===== config.mk =====
export PLATFORM = sky130hd
export DESIGN_NAME = pmmd_decoder
export DESIGN_NICKNAME = d
export VERILOG_FILES = /design/src/core/pmmd_pkg.sv /design/src/core/pmmd_info_rom.sv /design/src/core/pmmd_decoder.sv
export SDC_FILE = /design/constraint.sdc
export NUM_CORES = 1
export LEC_CHECK = 0
export BUFFER_PORTS_ARGS = -buffer_cell sky130_fd_sc_hd__buf_2
export CAP_MARGIN = 20
export CORE_AREA = 2 2 50 52
export DETAILED_ROUTE_END_ITERATION = 6
export DIE_AREA = 0 0 52 54
export PLACE_DENSITY = 0.82
export SKIP_LAST_GASP = 1
export SLEW_MARGIN = 40
export SYNTH_ARGS = -nofsm -noshare
export SYNTH_HDL_FRONTEND = slang
export SYNTH_SLANG_ARGS = --single-unit

===== constraint.sdc =====
create_clock -name sys_clk -period 1.2 [get_ports sys_clk]
set_input_delay 0 -clock sys_clk [delete_from_list [all_inputs] [get_ports sys_clk]]
set_output_delay 0 -clock sys_clk [all_outputs]
set_load 0.05 [all_outputs]

===== src/core/pmmd_pkg.sv =====
`default_nettype none
package pmmd_pkg;
	// ****************************************
	// program memory map
	// ****************************************
	localparam int unsigned PM_ADDR_W = 16;
	localparam int unsigned KB = 1024;
	localparam logic [15:0] OPT_BYTES_LO = 16'h0000;
	localparam logic [15:0] RESET_VEC_LO = 16'h0002;
	localparam logic [15:0] WDOG_VEC_LO = 16'h0004;
	localparam logic [15:0] ILL_TRAP_LO = 16'h0006;
	localparam logic [15:0] IRQ_VEC_LO = 16'h0008;
	localparam logic [15:0] IRQ_VEC_HI = 16'h0037;
	localparam logic [15:0] RSVD_VEC_LO = 16'h0038;
	localparam logic [15:0] OSC_TRAP_LO = 16'h003a;
	localparam logic [15:0] OSC_TRAP_HI = 16'h003d;
	localparam logic [15:0] CODE_LO = 16'h003e;
	localparam logic [7:0] UNIMPL_BYTE = 8'hff;
	// ****************************************
	// information area
	// ****************************************
	localparam logic [15:0] INFO_LO = 16'hfe00;
	localparam logic [15:0] INFO_HI = 16'hff7f;
	localparam int unsigned INFO_BYTES = 128;
	localparam logic [6:0] INFO_FACT_HI = 7'h3f;
	localparam logic [6:0] INFO_PART_LO = 7'h40;
	localparam logic [6:0] INFO_PART_HI = 7'h53;
	localparam logic [6:0] INFO_CAL_LO = 7'h60;
	localparam logic [6:0] INFO_CAL_HI = 7'h7f;
	localparam int unsigned INFO_SEL_BIT = 7;
	// ****************************************
	// register file map
	// ****************************************
	localparam int unsigned RF_ADDR_W = 12;
	localparam logic [11:0] RF_CTRL_LO = 12'hf00;
	localparam logic [7:0] RF_UNDEF_BYTE = 8'h00;

	typedef enum logic [2:0] {
		PMMD_OPT = 3'b000,
		PMMD_RESET_VEC = 3'b001,
		PMMD_WDOG_VEC = 3'b010,
		PMMD_ILL_TRAP = 3'b011,
		PMMD_IRQ_VEC = 3'b100,
		PMMD_RSVD_VEC = 3'b101,
		PMMD_OSC_TRAP = 3'b110,
		PMMD_CODE = 3'b111
	} pmmd_region_e;
endpackage
`default_nettype wire


===== src/core/pmmd_info_rom.sv =====
`timescale 1ns/100ps
`default_nettype none
module pmmd_info_rom
	import pmmd_pkg::*;
#(
	parameter logic [8*INFO_BYTES-1:0] INFO_IMAGE = {INFO_BYTES{8'hff}}
) (
	input wire logic sys_clk,
	input wire logic rst,
	input wire logic [6:0] infoAddr,
	output logic [7:0] infoData
);
	// read-only: no write port exists at all
	always_ff @(posedge sys_clk or posedge rst) begin
		if (rst) begin
			infoData <= 8'h00;
		end else begin
			infoData <= INFO_IMAGE[{infoAddr, 3'h0} +: 8];
		end
	end
endmodule // pmmd_info_rom
`default_nettype wire


===== src/core/pmmd_decoder.sv =====
`timescale 1ns/100ps
`default_nettype none
module pmmd_decoder
	import pmmd_pkg::*;
#(
	parameter int unsigned FLASH_KB = 8,
	parameter int unsigned RAM_BYTES = 1024,
	parameter logic [7:0] PERIPH_PRESENT = 8'hff,
	parameter logic [8*INFO_BYTES-1:0] INFO_IMAGE = {INFO_BYTES{8'hff}}
) (
	input wire logic sys_clk,
	input wire logic rst,
	input wire logic [7:0] pageSel,
	input wire logic pmRdReq,
	input wire logic pmWrReq,
	input wire logic [15:0] pmAddr,
	output logic [7:0] pmRdData,
	output logic pmRdValid,
	output logic flashRdEn,
	output logic flashWrEn,
	output logic [15:0] flashAddr,
	input wire logic [7:0] flashRdData,
	output logic [2:0] pmRegion,
	input wire logic dmRdReq,
	input wire logic dmWrReq,
	output logic [7:0] dmRdData,
	input wire logic rfRdReq,
	input wire logic rfWrReq,
	input wire logic [11:0] rfAddr,
	output logic rfRamSel,
	output logic rfCtrlSel,
	output logic rfReserved,
	output logic rfWrEn
);
	// ****************************************
	// decode functions
	// ****************************************
	localparam logic [16:0] FLASH_TOP = 17'((FLASH_KB * KB) - 1);
	localparam logic [12:0] RAM_TOP = 13'(RAM_BYTES - 1);

	function automatic logic inFlash(input logic [15:0] a);
		return {1'b0, a} <= FLASH_TOP;
	endfunction

	function automatic logic inInfo(input logic [15:0] a, input logic [7:0] sel);
		return sel[INFO_SEL_BIT] && a >= INFO_LO && a <= INFO_HI;
	endfunction

	function automatic pmmd_region_e regionOf(input logic [15:0] a);
		if (a < RESET_VEC_LO) return PMMD_OPT;
		else if (a < WDOG_VEC_LO) return PMMD_RESET_VEC;
		else if (a < ILL_TRAP_LO) return PMMD_WDOG_VEC;
		else if (a < IRQ_VEC_LO) return PMMD_ILL_TRAP;
		else if (a <= IRQ_VEC_HI) return PMMD_IRQ_VEC;
		else if (a < OSC_TRAP_LO) return PMMD_RSVD_VEC;
		else if (a <= OSC_TRAP_HI) return PMMD_OSC_TRAP;
		else return PMMD_CODE;
	endfunction

	// ****************************************
	// register file decode functions
	// ****************************************
	function automatic logic inRam(input logic [11:0] a);
		return {1'b0, a} <= RAM_TOP;
	endfunction

	function automatic logic inCtrl(input logic [11:0] a);
		return a >= RF_CTRL_LO;
	endfunction

	// one presence bit per 32-byte control block
	function automatic logic periphFitted(input logic [11:0] a);
		return PERIPH_PRESENT[a[7:5]];
	endfunction

	// ****************************************
	// read answer source
	// ****************************************
	typedef enum logic [1:0] {
		PMMD_SRC_NONE = 2'b00,
		PMMD_SRC_FLASH = 2'b01,
		PMMD_SRC_INFO = 2'b10
	} pmmd_src_e;

	// ****************************************
	// program memory request side
	// ****************************************
	logic infoHit;
	logic flashHit;
	logic [7:0] infoData;
	logic pmRdPend_r;
	pmmd_src_e rdSrc_r;
	pmmd_src_e rdSrc_nxt;

	assign infoHit = inInfo(pmAddr, pageSel);
	assign flashHit = inFlash(pmAddr) && !infoHit;
	assign flashRdEn = pmRdReq && flashHit;
	// a write paired with a read is dropped, the read wins
	assign flashWrEn = pmWrReq && flashHit && !pmRdReq;
	assign flashAddr = pmAddr;
	assign pmRegion = regionOf(pmAddr);

	// overlay takes priority over the flash beneath it
	always_comb begin
		if (!pmRdReq) begin
			rdSrc_nxt = PMMD_SRC_NONE;
		end else if (infoHit) begin
			rdSrc_nxt = PMMD_SRC_INFO;
		end else if (flashHit) begin
			rdSrc_nxt = PMMD_SRC_FLASH;
		end else begin
			rdSrc_nxt = PMMD_SRC_NONE;
		end
	end

	// same one-cycle latency as the flash array
	pmmd_info_rom #(
		.INFO_IMAGE(INFO_IMAGE)
	) uInfo (
		.sys_clk(sys_clk),
		.rst(rst),
		.infoAddr(pmAddr[6:0]),
		.infoData(infoData)
	);

	// ****************************************
	// program memory answer side
	// ****************************************
	// exactly one answer per taken request
	always_ff @(posedge sys_clk or posedge rst) begin
		if (rst) begin
			pmRdPend_r <= 1'b0;
		end else begin
			pmRdPend_r <= pmRdReq;
		end
	end

	always_ff @(posedge sys_clk or posedge rst) begin
		if (rst) begin
			rdSrc_r <= PMMD_SRC_NONE;
		end else begin
			rdSrc_r <= rdSrc_nxt;
		end
	end

	assign pmRdValid = pmRdPend_r;

	always_comb begin
		unique case (rdSrc_r)
			PMMD_SRC_INFO: begin
				pmRdData = infoData;
			end
			PMMD_SRC_FLASH: begin
				pmRdData = flashRdData;
			end
			PMMD_SRC_NONE: begin
				pmRdData = UNIMPL_BYTE;
			end
			// unused code: answer as unimplemented
			default: begin
				pmRdData = UNIMPL_BYTE;
			end
		endcase
	end

	// ****************************************
	// data memory: not implemented
	// ****************************************
	logic dmUnused;

	// requests are swallowed, no storage behind them
	assign dmUnused = dmRdReq | dmWrReq;
	assign dmRdData = RF_UNDEF_BYTE;

	// ****************************************
	// register file
	// ****************************************
	logic rfReq;
	logic ramHit;
	logic ctrlHit;
	logic periphOk;

	assign rfReq = rfRdReq || rfWrReq;
	assign ramHit = inRam(rfAddr);
	assign ctrlHit = inCtrl(rfAddr);
	assign periphOk = periphFitted(rfAddr);

	always_comb begin
		rfRamSel = 1'b0;
		rfCtrlSel = 1'b0;
		rfReserved = 1'b0;
		if (rfReq) begin
			if (ramHit) begin
				rfRamSel = 1'b1;
			end else if (ctrlHit && periphOk) begin
				rfCtrlSel = 1'b1;
			end else begin
				// gap above the RAM, or a block this variant lacks
				rfReserved = 1'b1;
			end
		end
	end

	// reserved locations never see a write strobe
	assign rfWrEn = rfWrReq && (rfRamSel || rfCtrlSel);
endmodule // pmmd_decoder
`default_nettype wire


==> results.sh, run 1 <==
export IMPL_cts_sinks=4
export IMPL_cts_made_buffers=3
export IMPL_drv_slew=0
export IMPL_grt_pass1_vias=565
export IMPL_cts_clk_slew_worst_paths_ns=0.04
export IMPL_syn_area_per_cell_sq_um=7.176
export IMPL_fin_crit_ns=1.361
export IMPL_seq_power_share=0.202
export IMPL_row_count=18
export IMPL_rsz0062_at_grt="yes"
export IMPL_pwr_share_clk=0.225
export IMPL_path_cells="inv_2, ha_4, a21oi_4, buf_12, nand2_2, buf_6"
export IMPL_powerDensity_mw_per_mm2=711.8
export IMPL_min_delay_start="pmAddr[0]"
export IMPL_worstSetupPathType="flop to output pin"
export IMPL_cp_slowest_stage_delay_ns=0.38
export IMPL_ys_seq_elements=4
export IMPL_fp_dieArea_sq_mm=0.002808
export IMPL_grt_start_max_net_pins=9
export IMPL_fin_crit_sh=1.135
export IMPL_power_total_mw=0.7062
export IMPL_io_buffers=66
export IMPL_critPathMaxFanout=8
export IMPL_most_common_layout_cells="buf_2 (58), nand2_1 (11), conb_1 (9), nand2_2 (8), buf_6 (8)"
export IMPL_htree_levels=1
export IMPL_wl_per_cell_microns=9.553
export IMPL_status="finished with violations"
export IMPL_worstSetupStartpointType="flop"
export IMPL_grt_first_pass_wirelength_microns=2270
export IMPL_die_w_microns=52
export IMPL_die_height_microns=54
export IMPL_pwr_share_comb=0.574
export IMPL_worst_path_dominant_cell_family="flip-flops"
export IMPL_intPower_mw=0.3618
export IMPL_fp_coreArea_sq_mm=0.002320
export IMPL_place_congestion=0.6765
export IMPL_hp_class="input pin to output pin"
export IMPL_yosysUniqueCellTypes=24
export IMPL_ant_nets=0
export IMPL_cap_viol_max_count=0
export IMPL_initialDrtViolationCount=3
export IMPL_via_count=728
export IMPL_setup_viol=8
export IMPL_fin_cells=170
export IMPL_crit_buf_inv=3
export IMPL_start_util=0.2567
export IMPL_cts_root_buf="clkbuf_4"
export IMPL_overflow=0
export IMPL_final_nets=196
export IMPL_critPathCapture="pmRdData[6]"
export IMPL_p_leak_nw=0.5010
export IMPL_p_sw_frac=0.4878
export IMPL_antenna_found_initial=0
export IMPL_place_ws_ns=-0.06004
export IMPL_dpl_hpwl_microns=1354
export IMPL_setup_ws_ns=-0.1615
export IMPL_p_sw_mw=0.3445
export IMPL_ys_seq_area_frac=0.1681
export IMPL_cp_depth=6
export IMPL_yosysWarnings=0
export IMPL_violations="setup timing"
export IMPL_setup_worst_path_start="rdSrc_r[0]$_DFF_PP0_"
export IMPL_syn2layout_area_growth_pct=66.60
export IMPL_clock_path_buffers=2
export IMPL_cts_tree="built"
export IMPL_mostFrequentLayoutCell="buf_2"
export IMPL_ios=94
export IMPL_synth_area_sq_um=595.6
export IMPL_firstDrtPassIters=4
export IMPL_setup_tns_final_ns=-1.221
export IMPL_hold_violations=0
export IMPL_drc=0
export IMPL_holdWs_ns=0.0001086
export IMPL_drive_gt1_frac=0.6500
export IMPL_slowest_stage="dfrtp_1"
export IMPL_vias_per_cell=4.282
export IMPL_critPathArrivalTime_ns=1.36
export IMPL_placed_cells=162
export IMPL_grt_total_usage=0.1149
export IMPL_peakVddDrop_mv=0.3099
export IMPL_diodes=0
export IMPL_wl_microns=1624
export IMPL_cp_end_kind="output pin"
export IMPL_critical_path_required_ns=1.20
export IMPL_syn_inst=83
export IMPL_max_freq_ghz=0.7345
-- final cells by class --
cell class | instances | area [sq um]
fillers | 244 | 1328
repair buffers | 72 | 447.9
multi-input cells | 57 | 369.1
flip-flops and latches | 4 | 100.1
well taps | 30 | 37.54
clock buffers | 3 | 22.52
inverters | 4 | 15.01
-- logic make-up (layout without fill, tap and decap cells) --
group                      after synthesis  after routing  synth area share
other                                    2              9           0.01261
adders and majority gates                2              2           0.04201
muxes                                    1              1           0.01681
DFF                                      4              4            0.1681
AOI/OAI and AO/OA                        7              7           0.09240
buffers and inverters                   29             79            0.3340
and+or+nand+nor                         38             38            0.3340
-- stage by stage --
step / util / instance area (sq um)
final: 0.4277 / 992.2
after global routing: 0.4277 / 992.2
after CTS: 0.4277 / 992.2
after detailed placement: 0.3641 / 844.6
after global placement: 0.3641 / 844.6
after floorplan: - / 653.1
-- registers in the layout, summed over array words and instances (netlist names) --
name / count
rdSrc_r: 2
uInfo.infoData: 1
pmRdValid: 1
-- worst min-delay path by stage --
stage | slack (ns) | cells after the start | to
after floorplan | -0.23 | 1 | pmRdValid$_DFF_PP0_
after global placement | -0.12 | 2 | rdSrc_r[1]$_DFF_PP0_
after detailed placement | -0.11 | 2 | uInfo.infoData[6]$_DFF_PP0_
after CTS | 0.0003 | 0 | flashAddr[0]
after global routing | 0.0003 | 0 | flashAddr[0]
final | 0.0001 | 0 | flashAddr[0]
-- synth_stat cells --
library cell / instances / area, sq um
a2111oi_2: 1 / 15.01
a21oi_1: 3 / 15.01
and2_1: 1 / 6.260
and2_2: 1 / 7.510
and3_4: 1 / 11.26
and3b_2: 1 / 10.01
and4_4: 1 / 11.26
buf_4: 24 / 180.2
clkbuf_1: 1 / 3.750
conb_1: 2 / 7.510
dfrtp_1: 4 / 100.1
ha_1: 2 / 25.02
inv_1: 4 / 15.01
mux2i_1: 1 / 10.01
nand2_1: 19 / 71.32
nand3_1: 2 / 10.01
nand4_1: 2 / 12.51
nor2_1: 6 / 22.52
nor3_1: 2 / 10.01
nor3_2: 1 / 10.01
nor3_4: 1 / 16.27
o2111ai_2: 1 / 15.01
o21ai_0: 1 / 5.000
o21ai_1: 1 / 5.000
-- power by group through the flow --
stage / Combinational, mW / Clock (mW) / Sequential, mW
detailed placement: 0.379 / 0 / 0.144
global placement: 0.376 / 0 / 0.144
CTS: 0.406 / 0.171 / 0.143
global route: 0.427 / 0.184 / 0.143
floorplan: 0.320 / 0 / 0.150
finish: 0.405 / 0.159 / 0.142
-- what timing repair did --
| item | in CTS | in global routing |
|---|---|---|
| setup endpoints to repair | 8 | 8 |
| buffers inserted | 1 | 0 |
| hold buffers | 4 | 0 |
| endpoints found under the hold margin | 6 | 0 |
| gates resized for setup | 19 | 0 |
| gates cloned | 0 | 0 |
-- per-layer routing --
metal  vias up  wire, microns  track usage
met5         -              0            0
met4         0             27      0.09211
met3         2            224      0.02222
met2        55            871       0.2342
met1       319            500      0.09437
li1        352              -            -
Power figures use the tool's default switching activity.
==> run 2, diff against run 1 <==
Settings changed: PLACE_DENSITY 0.82 to 0.84, SYNTH_HIERARCHICAL set to 1.
==> run 2 against run 1 <==
Compared with the run above:
- the flow still finishes with violations (setup timing)
- synthesized area increased by 6.3%
- clock-buffer cell count is the same
- fmax fell by 2.9%
- synthesized cell count unchanged
==> results.sh, run 2 <==
export IMPL_status="finished with violations"
export IMPL_violations="setup timing"
export IMPL_ys_seq_area_frac=0.1581
export IMPL_ios=94
export IMPL_grt_total_usage=0.09825
export IMPL_clock_path_buffers=2
export IMPL_synth_edff_count=0
export IMPL_largest_reg_flops=2
export IMPL_synth_top_flop_cell="dfrtp_1"
export IMPL_yosysTopAreaCell="buf_4"
export IMPL_yosysUniqueCellTypes=23
export IMPL_mostFrequentLayoutCell="buf_2"
export IMPL_min_delay_start="pmAddr[0]"
export IMPL_wl_per_cell_microns=9.414
export IMPL_antenna_found_initial=0
export IMPL_worst_path_dominant_cell_family="flip-flops"
export IMPL_max_freq_ghz=0.7132
export IMPL_cts_setup_buffers=0
export IMPL_seqCellArea_sq_um=100.1
export IMPL_synthArstFlopShare=1.000
export IMPL_die_height_microns=54
export IMPL_die_w_microns=52
export IMPL_wl_microns=1478
export IMPL_crit_buf_inv=2
export IMPL_via_count=692
export IMPL_hp_class="input pin to output pin"
export IMPL_powerDensity_mw_per_mm2=758.4
export IMPL_syn_inst=83
export IMPL_fp_dieArea_sq_mm=0.002808
export IMPL_fin_crit_sh=1.168
export IMPL_syn2layout_area_growth_pct=44.47
export IMPL_fin_util=0.3943
export IMPL_synth_top_area_frac=0.3676
export IMPL_hold_violations=0
export IMPL_synth_area_leaders="buf_4 (37%), dfrtp_1 (16%), a221o_1 (13%)"
export IMPL_worstSetupStartpointType="flop"
export IMPL_ys_seq_elements=4
export IMPL_slowest_stage="dfrtp_1"
export IMPL_drc=0
export IMPL_setup_ws_ns=-0.2022
export IMPL_critPathArrivalTime_ns=1.40
export IMPL_diodes=0
export IMPL_min_path_cells=0
export IMPL_drv_slew=0
export IMPL_vias_per_cell=4.408
export IMPL_cap_viol_max_count=0
export IMPL_critical_path_required_ns=1.20
export IMPL_multi_input_area_sq_um=335.3
export IMPL_critPathMaxFanout=8
export IMPL_synth_common_cells="buf_4 (31), a221o_1 (8), nor2_1 (5)"
export IMPL_yosysMostFrequentCell="buf_4"
export IMPL_drive_gt1_frac=0.6457
export IMPL_nFillCells=240
export IMPL_start_util=0.2729
export IMPL_cts_tree="built"
export IMPL_rsz0062_at_grt="yes"
export IMPL_grt_first_pass_wirelength_microns=2076
export IMPL_p_leak_nw=0.4889
export IMPL_synth_area_sq_um=633.1
export IMPL_cp_end_kind="output pin"
export IMPL_cts_root_buf="clkbuf_4"
export IMPL_yosysWarnings=6
export IMPL_row_count=18
export IMPL_most_common_layout_cells="buf_2 (58), conb_1 (9), a221o_2 (8), buf_6 (7), nor2_1 (5)"
export IMPL_path_cells="inv_2, ha_4, a221o_2, buf_6"
export IMPL_initialDrtViolationCount=3
export IMPL_grt_start_max_net_pins=9
export IMPL_worstSetupPathType="flop to output pin"
export IMPL_fp_coreArea_sq_mm=0.002320
export IMPL_cp_slowest_stage_delay_ns=0.40
export IMPL_htree_levels=1
export IMPL_place_congestion=0.6765
export IMPL_power_total_mw=0.6936
export IMPL_ant_nets=0
export IMPL_cts_clk_slew_worst_paths_ns=0.04
export IMPL_cts_made_buffers=3
export IMPL_setup_viol=8
export IMPL_fin_crit_ns=1.402
export IMPL_min_to="flashAddr[0]"
export IMPL_final_nets=183
export IMPL_dpl_hpwl_microns=1274
export IMPL_cts_sinks=4
export IMPL_firstDrtPassIters=4
export IMPL_peakVddDrop_mv=0.3380
export IMPL_grt_pass1_vias=572
export IMPL_syn_area_per_cell_sq_um=7.628
export IMPL_io_buffers=66
export IMPL_regMostFlops="rdSrc_r"
export IMPL_overflow=0
## run 2: cell count changes in the layout (fill, tap and decap cells not counted), moves of 2 or more
cell and change:
a221o_2 +8, nand2_1 -8, nand2_2 -8, dlygate4sd3_1 -2, nor3_1 +2
## run 2: area by class of cell
type                            count  share of cell area
Timing Repair Buffer               68              0.4419
Tap cell                           30             0.04104
Multi-Input combinational cell     48              0.3666
Clock buffer                        3             0.02462
Inverter                            4             0.01642
Sequential cell                     4              0.1094
## run 2: how the worst max path moves through the flow
stage | from | endpoint | depth (start not counted)
floorplan | rdSrc_r[0]$_DFF_PP0_ | pmRdData[0] | 4
global placement | rdSrc_r[0]$_DFF_PP0_ | pmRdData[3] | 4
detailed placement | rdSrc_r[0]$_DFF_PP0_ | pmRdData[0] | 4
CTS | rdSrc_r[0]$_DFF_PP0_ | pmRdData[0] | 4
global route | rdSrc_r[0]$_DFF_PP0_ | pmRdData[0] | 4
finish | rdSrc_r[0]$_DFF_PP0_ | pmRdData[3] | 4
## run 2: cells by family (layout without fill, tap and decap cells)
kind of cell,count (synthesis),in the layout,synth area share
flops,4,4,0.1581
fa+ha+maj,2,2,0.03952
other cells,2,9,0.01186
buf+inv,38,75,0.4091
compound gates,14,14,0.1838
simple gates,22,22,0.1838
xor+xnor,1,1,0.01384
## run 2: metal layers
| layer | wire length (microns) | track usage | up-vias | part of all wire |
|---|---|---|---|---|
| met5 | 0 | 0 | - | 0 |
| met4 | 0 | 0.05263 | 0 | 0 |
| li1 | - | - | 340 | - |
| met2 | 765 | 0.1835 | 57 | 0.52 |
| met1 | 506 | 0.1017 | 295 | 0.34 |
| met3 | 206 | 0.02222 | 0 | 0.14 |
## run 2: what timing repair did
| action | 4_1_cts | 5_1_grt |
|---|---|---|
| hold buffers | 2 | 0 |
| setup endpoints to repair | 8 | 8 |
| resized for setup | 23 | 0 |
| endpoints found under the hold margin | 5 | 0 |
| pin swaps | 1 | 0 |
## run 2: where the power goes
group	leakage, nW	switching, mW	internal [mW]
clock network	0.0138	0.0490	0.111
registers	0.0510	0.00507	0.140
logic	0.424	0.283	0.105
## run 2: metrics by stage
stage | worst slack, ns | setup TNS [ns] | std cells | hold WS [ns] | area [sq um]
after floorplan | -0.009630 | -0.07704 | 90 | -0.2713 | 670.6
after global placement | -0.07508 | -0.5753 | 152 | -0.1542 | 793.3
after detailed placement | -0.09299 | -0.7173 | 152 | -0.1529 | 793.3
after CTS | -0.2185 | -1.665 | 157 | 0.0005889 | 914.6
after global routing | -0.2645 | -2.022 | 157 | 0.0001298 | 914.6
final | -0.2022 | -1.555 | 157 | 0.00001758 | 914.6
